`src/dol_pkg.sv`:
```
`default_nettype none
package dol_pkg;

	// ---------------------------------------------------------------
	// register map
	// ---------------------------------------------------------------
	localparam logic [5:0] DOL_ADDR_FREQ_CFG = 6'h19;
	localparam logic [5:0] DOL_ADDR_TIMING_CFG = 6'h1a;

	// ---------------------------------------------------------------
	// field positions
	// ---------------------------------------------------------------
	localparam int DOL_GATE_BIT = 5;
	localparam int DOL_FPRE_LSB = 3;
	localparam int DOL_FPOST_BIT = 2;
	localparam int DOL_FSAT_LSB = 0;
	localparam int DOL_TKI_LSB = 6;
	localparam int DOL_TKP_LSB = 4;
	localparam int DOL_TKI_POST_BIT = 3;
	localparam int DOL_TKP_POST_BIT = 2;
	localparam int DOL_RSAT_LSB = 0;

	// ---------------------------------------------------------------
	// reset values
	// ---------------------------------------------------------------
	localparam logic DOL_RST_GATE = 1'b1;
	localparam logic [1:0] DOL_RST_FPRE = 2'h2;
	localparam logic DOL_RST_FPOST = 1'b1;
	localparam logic [1:0] DOL_RST_FSAT = 2'h2;
	localparam logic [1:0] DOL_RST_TKI = 2'h1;
	localparam logic [1:0] DOL_RST_TKP = 2'h2;
	localparam logic DOL_RST_TKI_POST = 1'b1;
	localparam logic DOL_RST_TKP_POST = 1'b1;
	localparam logic [1:0] DOL_RST_RSAT = 2'h0;

	// gain in half-base units: 1 = base/2, 2 = base, 8 = 4x base
	localparam logic [3:0] DOL_GAIN_HALF = 4'h1;
	localparam logic [3:0] DOL_GAIN_BASE = 4'h2;

	// reception phase
	typedef enum logic [1:0] {
		DOL_ST_PRE = 2'b00,
		DOL_ST_SYNCED = 2'b01
	} dol_phase_t;

	// settings handed to the loop arithmetic
	typedef struct packed {
		logic frozen;
		logic [3:0] freq_gain;
		logic [1:0] freq_sat;
		logic [3:0] timing_ki;
		logic [3:0] timing_kp;
		logic [1:0] rate_sat;
	} dol_loop_ctrl_t;

endpackage : dol_pkg
`default_nettype wire

```
`src/dol_offset_loop_cfg.sv`:
```
`timescale 1ns/1ns
`default_nettype none
module dol_offset_loop_cfg
	import dol_pkg::*;
#(
	parameter int ADDR_W = 6
) (
	input wire logic clk, // 50 MHz digital clock
	input wire logic rst, // asynchronous reset, active high
	input wire logic [ADDR_W-1:0] reg_addr, // register address
	input wire logic reg_wr, // write strobe
	input wire logic reg_rd, // read strobe
	input wire logic [7:0] reg_wdata, // write data
	output logic [7:0] reg_rdata, // read data, one cycle after strobe
	input wire logic rx_start, // a new reception begins
	input wire logic sync_found, // sync word detected pulse
	input wire logic carrier_sense, // carrier sense level
	output dol_loop_ctrl_t loop_ctrl // settings for both loops
);

	// ---------------------------------------------------------------
	// parameter check
	// ---------------------------------------------------------------
	if (ADDR_W < 6) begin : g_bad_addr
		$error("ADDR_W must be at least 6");
	end

	// ---------------------------------------------------------------
	// configuration registers
	// ---------------------------------------------------------------
	logic gate_r;
	logic [1:0] fpre_r;
	logic fpost_r;
	logic [1:0] fsat_r;
	logic [1:0] tki_r;
	logic [1:0] tkp_r;
	logic tki_post_r;
	logic tkp_post_r;
	logic [1:0] rsat_r;
	logic wr_freq;
	logic wr_timing;
	logic [7:0] freq_view;
	logic [7:0] timing_view;
	logic [7:0] rdata_nxt;

	assign wr_freq = reg_wr && (reg_addr == ADDR_W'(DOL_ADDR_FREQ_CFG));
	assign wr_timing = reg_wr && (reg_addr == ADDR_W'(DOL_ADDR_TIMING_CFG));

	// frequency loop register; bits 7:6 are not stored
	always_ff @(posedge clk or posedge rst) begin
		if (rst) begin
			gate_r <= DOL_RST_GATE;
			fpre_r <= DOL_RST_FPRE;
			fpost_r <= DOL_RST_FPOST;
			fsat_r <= DOL_RST_FSAT;
		end else if (wr_freq) begin
			gate_r <= reg_wdata[DOL_GATE_BIT];
			fpre_r <= reg_wdata[DOL_FPRE_LSB +: 2];
			fpost_r <= reg_wdata[DOL_FPOST_BIT];
			fsat_r <= reg_wdata[DOL_FSAT_LSB +: 2];
		end
	end

	// timing loop register
	always_ff @(posedge clk or posedge rst) begin
		if (rst) begin
			tki_r <= DOL_RST_TKI;
			tkp_r <= DOL_RST_TKP;
			tki_post_r <= DOL_RST_TKI_POST;
			tkp_post_r <= DOL_RST_TKP_POST;
			rsat_r <= DOL_RST_RSAT;
		end else if (wr_timing) begin
			tki_r <= reg_wdata[DOL_TKI_LSB +: 2];
			tkp_r <= reg_wdata[DOL_TKP_LSB +: 2];
			tki_post_r <= reg_wdata[DOL_TKI_POST_BIT];
			tkp_post_r <= reg_wdata[DOL_TKP_POST_BIT];
			rsat_r <= reg_wdata[DOL_RSAT_LSB +: 2];
		end
	end

	// ---------------------------------------------------------------
	// read path
	// ---------------------------------------------------------------
	// reassemble register views; reserved bits read zero
	always_comb begin
		freq_view = 8'h00;
		freq_view[DOL_GATE_BIT] = gate_r;
		freq_view[DOL_FPRE_LSB +: 2] = fpre_r;
		freq_view[DOL_FPOST_BIT] = fpost_r;
		freq_view[DOL_FSAT_LSB +: 2] = fsat_r;
		timing_view = 8'h00;
		timing_view[DOL_TKI_LSB +: 2] = tki_r;
		timing_view[DOL_TKP_LSB +: 2] = tkp_r;
		timing_view[DOL_TKI_POST_BIT] = tki_post_r;
		timing_view[DOL_TKP_POST_BIT] = tkp_post_r;
		timing_view[DOL_RSAT_LSB +: 2] = rsat_r;
	end

	// select by address; unmapped addresses read zero
	always_comb begin
		rdata_nxt = 8'h00;
		if (reg_addr == ADDR_W'(DOL_ADDR_FREQ_CFG)) begin
			rdata_nxt = freq_view;
		end else if (reg_addr == ADDR_W'(DOL_ADDR_TIMING_CFG)) begin
			rdata_nxt = timing_view;
		end
	end

	// read data held until the next read
	always_ff @(posedge clk or posedge rst) begin
		if (rst) begin
			reg_rdata <= 8'h00;
		end else if (reg_rd) begin
			reg_rdata <= rdata_nxt;
		end
	end

	// ---------------------------------------------------------------
	// reception phase and carrier gate
	// ---------------------------------------------------------------
	dol_phase_t phase_r;
	logic carrier_seen_r;
	logic synced;

	// sync switches to post gains; new reception reverts unless sync_found comes in the same cycle
	always_ff @(posedge clk or posedge rst) begin
		if (rst) begin
			phase_r <= DOL_ST_PRE;
		end else begin
			unique case (phase_r)
				DOL_ST_PRE: begin
					if (sync_found) begin
						phase_r <= DOL_ST_SYNCED;
					end
				end
				DOL_ST_SYNCED: begin
					if (rx_start && !sync_found) begin
						phase_r <= DOL_ST_PRE;
					end
				end
				default: begin
					phase_r <= DOL_ST_PRE;
				end
			endcase
		end
	end

	// remembers carrier since reception start; a new carrier wins
	always_ff @(posedge clk or posedge rst) begin
		if (rst) begin
			carrier_seen_r <= 1'b0;
		end else if (carrier_sense) begin
			carrier_seen_r <= 1'b1;
		end else if (rx_start) begin
			carrier_seen_r <= 1'b0;
		end
	end

	// post gains take effect in the very cycle sync is flagged
	assign synced = (phase_r == DOL_ST_SYNCED) || sync_found;

	// ---------------------------------------------------------------
	// loop settings
	// ---------------------------------------------------------------
	// gain codes scaled to half-base units (code n -> (n+1)*base)
	always_comb begin
		loop_ctrl.frozen = gate_r && !carrier_seen_r && !carrier_sense;
		// widen before adding so code 3 gives 8, not a wrapped 0
		loop_ctrl.freq_gain = 4'({fpre_r, 1'b0}) + DOL_GAIN_BASE;
		if (synced && fpost_r) begin
			loop_ctrl.freq_gain = DOL_GAIN_HALF;
		end
		loop_ctrl.freq_sat = fsat_r;
		loop_ctrl.timing_ki = 4'({tki_r, 1'b0}) + DOL_GAIN_BASE;
		if (synced && tki_post_r) begin
			loop_ctrl.timing_ki = DOL_GAIN_HALF;
		end
		loop_ctrl.timing_kp = 4'({tkp_r, 1'b0}) + DOL_GAIN_BASE;
		if (synced && tkp_post_r) begin
			loop_ctrl.timing_kp = DOL_GAIN_BASE;
		end
		loop_ctrl.rate_sat = rsat_r;
	end

endmodule : dol_offset_loop_cfg
`default_nettype wire

```
`config.mk`:
```
export PLATFORM = sky130hd
export DESIGN_NAME = dol_offset_loop_cfg
export DESIGN_NICKNAME = d
export VERILOG_FILES = /design/src/dol_pkg.sv /design/src/dol_offset_loop_cfg.sv
export SDC_FILE = /design/constraint.sdc
export NUM_CORES = 1
export LEC_CHECK = 0
export BUFFER_PORTS_ARGS = -buffer_cell sky130_fd_sc_hd__buf_2
export CORE_UTILIZATION = 47
export CTS_CLUSTER_DIAMETER = 150
export DETAILED_ROUTE_END_ITERATION = 7
export PLACE_DENSITY = 0.77
export RECOVER_POWER = 50
export SETUP_SLACK_MARGIN = 0.2
export SYNTH_ARGS = -nofsm -noshare
export SYNTH_HDL_FRONTEND = slang
export SYNTH_SLANG_ARGS = --single-unit
```
`constraint.sdc`:
```
create_clock -name clk -period 1.4 [get_ports clk]
set_input_delay 0.28 -clock clk [delete_from_list [all_inputs] [get_ports clk]]
set_output_delay 0.28 -clock clk [all_outputs]
set_load 0.02 [all_outputs]
```
==> results by group, run 1 <==
Outcome
  – Outcome: finished with violations
  – Failing checks: setup timing

STA
  – Final slew viol count: 0
  – Final Setup Violations: 12
  – Fin crit share: 115%
  – Final critical-path setup slack: -0.209 ns
  – Final Critical Period: 1.61 ns
  – Slew headroom: 62.9%
  – Maximum clock rate: 621 MHz
  – RSZ-0062 raised after global routing: true
  – Slew @ Worst Pin: 0.556 ns
  – Clock Skew: 0.00378 ns
  – Final hold slack: 0.167 ns
  – Hold Fails Final Rpt: 0

Power
  – P_leak: 0.841 nW
  – Worst VDD drop: 834 uV
  – PwrDens: 1030 mW/mm^2

Worst hold path
  – Hold Crit Class: primary input to flop
  – Sink of the worst hold path: carrier_seen_r
  – Hold Startpoint: carrier_sense
  – Hold Crit Depth: 2

Final layout
  – Layout cells sized above 1: 68.6%
  – Area of the multi-input gates: 594 sq um
  – Fillers: 160
  – Synthesis-to-finish area growth: 46.4%
  – Finished Core Util: 75.9%
  – Nets: 178
  – Reg area: 612 sq um
  – ANT cells: 0

Yosys
  – Most instantiated cells after synthesis: dfrtp_1 (16), mux2_4 (14), inv_1 (12)
  – Post-synth top area share: 33.6%
  – Syn. warnings: 0
  – Syn_nets: 120
  – Mapped Cells: 96
  – Largest cells by area after synthesis: dfrtp_1 (34%), dfstp_2 (18%), mux2_4 (18%)
  – Area leader, netlist: dfrtp_1
  – Cell Area, Synth: 0.00119 sq mm
  – Number of flops mapped to enable cells by yosys: 0
  – Synthesized area per cell: 12.4 sq um
  – Synth Register Bits: 24
  – Seq/Total Area, Yosys: 51.3%
  – Ys async rst share: 100%
  – Most common cell in the netlist: dfrtp_1
  – Distinct cells, synth: 22
  – Post-synth top flop: dfrtp_1

Clock network
  – CTS Buf Count: 3
  – Clock latency on the worst-skew pair: 0.31 ns
  – Root Buffer Master: clkbuf_4
  – Clock transition at path regs: 0.12 ns
  – CTS max path bufs: 2
  – # clock sinks: 24
  – TritonCTS clock tree: built
  – H-Tree Depth: 1

Worst setup path
  – R2R Path Start: fpre_r[0]
  – Critical Path AT: 1.33 ns
  – CP required: 1.12 ns
  – Startpoint Class: flop
  – Crit. End Element: primary output
  – FF-to-FF path depth: 2
  – Max Fanout on Critical Path: 2
  – Critical path class: flop to primary output
  – Reg2reg end: fpre_r[0]
  – Worst R2R Setup Slack: 0.43 ns

Detailed routing
  – Routed Antenna Nets: 0
  – Post-DR vias/cell: 5.20
  – 1st-pass router iterations: 4
  – WL/cell: 14.8 microns
  – Iteration-0 DRC Markers: 10
  – Drt total wl: 2680 microns
  – Drt drc: 0
  – Vias after detailed routing: 942

Floorplan
  – Starting Density: 51.9%
  – Die X: 52.3 microns
  – Die area: 0.00274 sq mm
  – Row count: 17
  – Ports: 46
  – Core Area: 0.00230 sq mm
  – Die height: 52.3 microns

GRT
  – Gr ovfl total: 0
  – Initial antenna violation count: 0
  – Global-route usage over all layers: 21.5%
  – First-pass GRT wire length: 4260 microns
  – Largest net degree at the start of global routing: 25
  – Vias in the first global route: 953

Placed design
  – IO buf count: 44
  – Routability cong.: 0.815
  – HPWL Detailed: 1900 microns

Job
  – Maxcap violations: 0
==> metal layers <==
| layer | up-vias | track usage, % | part of all wire (%) |
|---|---|---|---|
| met3 | 4 | 3.48 | 5.2 |
| met2 | 31 | 38.6 | 53 |
| met1 | 465 | 25.5 | 41 |
| met4 | 0 | 7.46 | 1.2 |
| li1 | 442 | - | - |
| met5 | - | 0 | 0 |
==> worst max path at each step <==
stage / endpoint / cells past startpoint / startpoint / slack [ns]
3_3_place_gp: fpre_r[0] / 5 / reg_addr[2] / -0.03
6_report: loop_ctrl[4] / 3 / tkp_r[1] / -0.21
3_5_place_dp: fsat_r[0] / 5 / reg_addr[2] / -0.05
5_1_grt: loop_ctrl[14] / 3 / fpre_r[1] / -0.25
2_1_floorplan: rsat_r[0] / 4 / reg_addr[2] / 0.11
4_1_cts: loop_ctrl[4] / 3 / tkp_r[1] / -0.22
==> logic make-up after synthesis <==
kind of cell	after synthesis	share of synthesized area (%)
other	1	0.315
buffers and inverters	17	7.56
AND/OR/NAND/NOR	18	9.56
AO/OA/AOI/OAI	19	10.5
adder cells (fa/ha/maj)	3	3.15
multiplexers	14	17.6
flip-flops	24	51.3
==> flip-flops by register name, indices dropped and copies added, names as in the netlist <==
| signal | count |
|---|---|
| tkp_r | 2 |
| tki_r | 2 |
| rsat_r | 2 |
| reg_rdata | 8 |
| tki_post_r | 1 |
| carrier_seen_r | 1 |
| fsat_r | 2 |
| fpre_r | 2 |
| gate_r | 1 |
| phase_r | 1 |
| tkp_post_r | 1 |
| fpost_r | 1 |
==> worst max-delay path, stage by stage, from the launching register on <==
cell and delay [ns]:
dfstp_2 0.57, ha_4 0.19, and2_4 0.13, buf_6 0.12
==> cells in the final DEF, fill, tap and decap left out <==
master	synthesis	layout
buf_2	0	30
dfrtp_1	16	15
mux2_4	14	14
buf_6	3	13
buf_4	1	12
inv_1	12	10
o22ai_1	8	8
dfstp_2	8	8
a22oi_1	6	6
and2_4	0	6
nand2_1	4	3
o21ai_4	0	3
ha_4	0	3
clkbuf_4	0	3
a21o_1	2	2
inv_2	0	2
and4bb_2	1	1
nor2b_1	1	1
and3_4	1	1
and2b_4	1	1
and3_1	1	1
nor2_4	0	1
nor2_2	0	1
nand2_2	0	1
nor3b_2	0	1
conb_1	1	1
clkbuf_8	0	1
dlygate4sd3_1	0	1
dfrtp_2	0	1
buf_12	0	1
clkbuf_2	0	1
==> cell type report <==
| type | count | share of cell area (%) |
|---|---|---|
| sequential | 24 | 35.1 |
| multi-input combinational | 55 | 34.1 |
| timing repair buffer | 58 | 24.2 |
| inverter | 12 | 2.58 |
| clock buffer | 4 | 2.08 |
| tap | 28 | 2.01 |
==> per-stage QoR <==
step / area [sq um] / instances / total power, mW / worst slack, ns / setup TNS, ns
4_1_cts: 1670 / 179 / 1.75 / -0.217 / -1.78
5_1_grt: 1740 / 181 / 1.88 / -0.254 / -2.22
6_report: 1740 / 181 / 1.79 / -0.209 / -1.59
3_3_place_gp: 1490 / 169 / 1.25 / -0.0287 / -0.0793
3_5_place_dp: 1490 / 169 / 1.27 / -0.0511 / -0.187
2_1_floorplan: 1230 / 96 / 1.12 / 0.112 / 0
==> power by group <==
group	internal, mW	leakage (nW)	switching (mW)
sequential	0.777	0.295	0.0668
clock	0.159	0.0210	0.200
combinational	0.334	0.525	0.252
==> repair_timing <==
action                     CTS  global route
pin swaps                    2             3
hold buffers                 1             0
resized for setup           25            19
hold endpoints to repair    16             0
setup endpoints to repair   13            16
buffers inserted             5             2
(Power assumes the default switching activity.)
==> run 2, diff against run 1 <==
--- a/config.mk
+++ b/config.mk
@@ -9,7 +9,8 @@
 export CORE_UTILIZATION = 47
 export CTS_CLUSTER_DIAMETER = 150
 export DETAILED_ROUTE_END_ITERATION = 7
-export PLACE_DENSITY = 0.77
+export GPL_ROUTABILITY_DRIVEN = 0
+export PLACE_DENSITY = 0.76
 export RECOVER_POWER = 50
 export SETUP_SLACK_MARGIN = 0.2
 export SYNTH_ARGS = -nofsm -noshare
==> run 2 against run 1 <==
Clock power grew 6.1%. Register-to-register slack got worse by 0.19 ns. The run still ends with setup timing left. Final area up 2.3%. Largest cell class unchanged.
==> results by group, run 2 (synthesized netlist as in run 1, its figures left out) <==
Clock network
  – Root Buffer Master: clkbuf_4
  – CTS Buf Count: 3 (unchanged)
  – CTS max path bufs: 2 (unchanged)
  – H-Tree Depth: 1 (unchanged)
  – Clock latency on the worst-skew pair: 0.32 ns (about the same)
  – Clock transition at path regs: 0.13 ns (about the same)
  – # clock sinks: 24 (unchanged)
  – TritonCTS clock tree: built

Detailed routing
  – Drt drc: 0 (unchanged)
  – 1st-pass router iterations: 4 (unchanged)
  – Vias after detailed routing: 1029 (+9.2%)
  – Post-DR vias/cell: 5.50 (+5.7%)
  – Drt total wl: 3350 microns (+25%)
  – Uppermost layer routed: met4
  – Routed Antenna Nets: 0 (unchanged)
  – WL/cell: 17.9 microns (+21%)
  – Iteration-0 DRC Markers: 13 (+3)
  – Met2 WL: 1840 microns (+30%)
  – DRT met1 WL: 1220 microns (+12%)
  – Routed wl met3: 174 microns (+24%)

Placed design
  – IO buf count: 44 (unchanged)
  – HPWL Detailed: 1910 microns (+0.86%)

Power
  – Power share of the combinational group: 33.9% (+1.1 points)
  – PwrDens: 1040 mW/mm^2 (+1.4%)
  – Switching share of total power: 30.2% (+1.2 points)
  – P_leak: 0.870 nW (+3.5%)
  – Sequential power share: 45.6% (-1.5 points)
  – Clock Power Share: 20.5% (+0.4 points)
  – Switching Power: 561 uW (+8.0%)
  – Worst VDD drop: 1140 uV (+36%)
  – Int Pwr: 1.29 mW (+1.9%)

STA
  – Maximum clock rate: 601 MHz (-3.3%)
  – Final Critical Period: 1.66 ns (+0.0542 ns)
  – Fin crit share: 119% (+3.9 points)
  – Hold Fails Final Rpt: 0 (unchanged)
  – RSZ-0062 raised after global routing: true
  – Final critical-path setup slack: -0.263 ns (-0.0542 ns)
  – Final slew viol count: 0 (unchanged)
  – Clock Skew: 0.00593 ns (+0.00215 ns)
  – Setup_tns: -1.79 ns (-0.191 ns)
  – Final Setup Violations: 12 (unchanged)
  – Final hold slack: 0.156 ns (-0.0118 ns)

GRT
  – First-pass GRT wire length: 4560 microns (+6.9%)
  – Initial antenna violation count: 0 (unchanged)
  – Vias in the first global route: 988 (+3.7%)
  – Gr ovfl total: 0 (unchanged)
  – Global-route usage over all layers: 23.6% (+2.1 points)
  – Largest net degree at the start of global routing: 25 (unchanged)

Floorplan
  – Starting Density: 51.9% (unchanged)
  – Die height: 52.3 microns (unchanged)
  – Ports: 46 (unchanged)
  – Die X: 52.3 microns (unchanged)
  – Die area: 0.00274 sq mm (unchanged)
  – Core Area: 0.00230 sq mm (unchanged)
  – Row count: 17 (unchanged)

Worst setup path
  – CP required: 1.12 ns (about the same)
  – Max Fanout on Critical Path: 2 (unchanged)
  – Startpoint Class: flop
  – Crit. End Element: primary output
  – Critical Path AT: 1.38 ns (+0.05 ns)
  – Critical path class: flop to primary output
  – Worst R2R Setup Slack: 0.24 ns (-0.19 ns)

Outcome
  – Outcome: finished with violations
  – Failing checks: setup timing

Final layout
  – Synthesis-to-finish area growth: 49.8%
  – Most frequent cells in the layout: buf_2 (28), buf_4 (21), dfrtp_1 (15)
  – Finished Core Util: 77.7% (+1.7 points)
  – Max FFs per register: 8 (unchanged)
  – ANT cells: 0 (unchanged)
  – Top reg by flops: reg_rdata
  – Fillers: 147 (-8.1%)
  – Commonest non-fill, non-tap cell in the layout: buf_2
  – Nets: 184 (+3.4%)
  – Layout cells sized above 1: 68.6% (-0.074 points)

Job
  – Maxcap violations: 0 (unchanged)

Worst hold path
  – Hold Crit Class: primary input to flop
[run 2: path summary, 6_finish.rpt]
check / startpoint / end / cells after the start
setup / recovery: fpre_r[1] / loop_ctrl[14] / 3
hold / removal: carrier_sense / carrier_seen_r / 2
setup reg to reg: tki_post_r / reg_rdata[3] / 4
hold reg to reg: carrier_seen_r / carrier_seen_r / 1
max in group asynchronous: rst / tkp_r[1] / 4
min in group asynchronous: rst / reg_rdata[3] / 4
[run 2: metrics by stage]
step	std cells	total power, mW	setup slack [ns]	area, sq um
after global placement	169	1.26	-0.0242	1490
after global routing	187	1.94	-0.301	1780
after CTS	181	1.76	-0.230	1680
after floorplan	96	1.12	0.112	1230
final	187	1.86	-0.263	1780
after detailed placement	169	1.27	-0.0432	1490
[run 2: layout make-up]
class | instances | area (sq um) | share of cell area [%]
Multi-Input combinational cell | 55 | 582 | 32.6
Inverter | 12 | 45.0 | 2.52
Timing Repair Buffer | 64 | 474 | 26.6
Sequential cell | 24 | 612 | 34.3
Tap cell | 28 | 35.0 | 1.96
Clock buffer | 4 | 36.3 | 2.03
[run 2: timing repair]
action,CTS,global route
pin swaps,2,1
endpoints found under the setup margin,14,18
setup buffers,7,6
gates resized for setup,26,17
hold buffers,1,0
hold endpoints to repair,16,0
[run 2: metal layers]
layer,global-route usage [%],vias to the layer above
li1,-,456
met4,8.77,0
met5,0,-
met2,44.3,44
met3,4.93,10
met1,25.4,519
[run 2: power groups by stage]
stage / Clock (mW) / Sequential, mW / Combinational (mW)
4_1_cts: 0.376 / 0.832 / 0.556
6_report: 0.381 / 0.846 / 0.629
3_5_place_dp: 0 / 0.840 / 0.429
5_1_grt: 0.415 / 0.850 / 0.670
3_3_place_gp: 0 / 0.839 / 0.417
2_1_floorplan: 0 / 0.854 / 0.266
[run 2: critical path, stage by stage (launching register included)]
cell	delay, ns
dfstp_2	0.60
ha_4	0.21
and2_4	0.13
buf_6	0.12
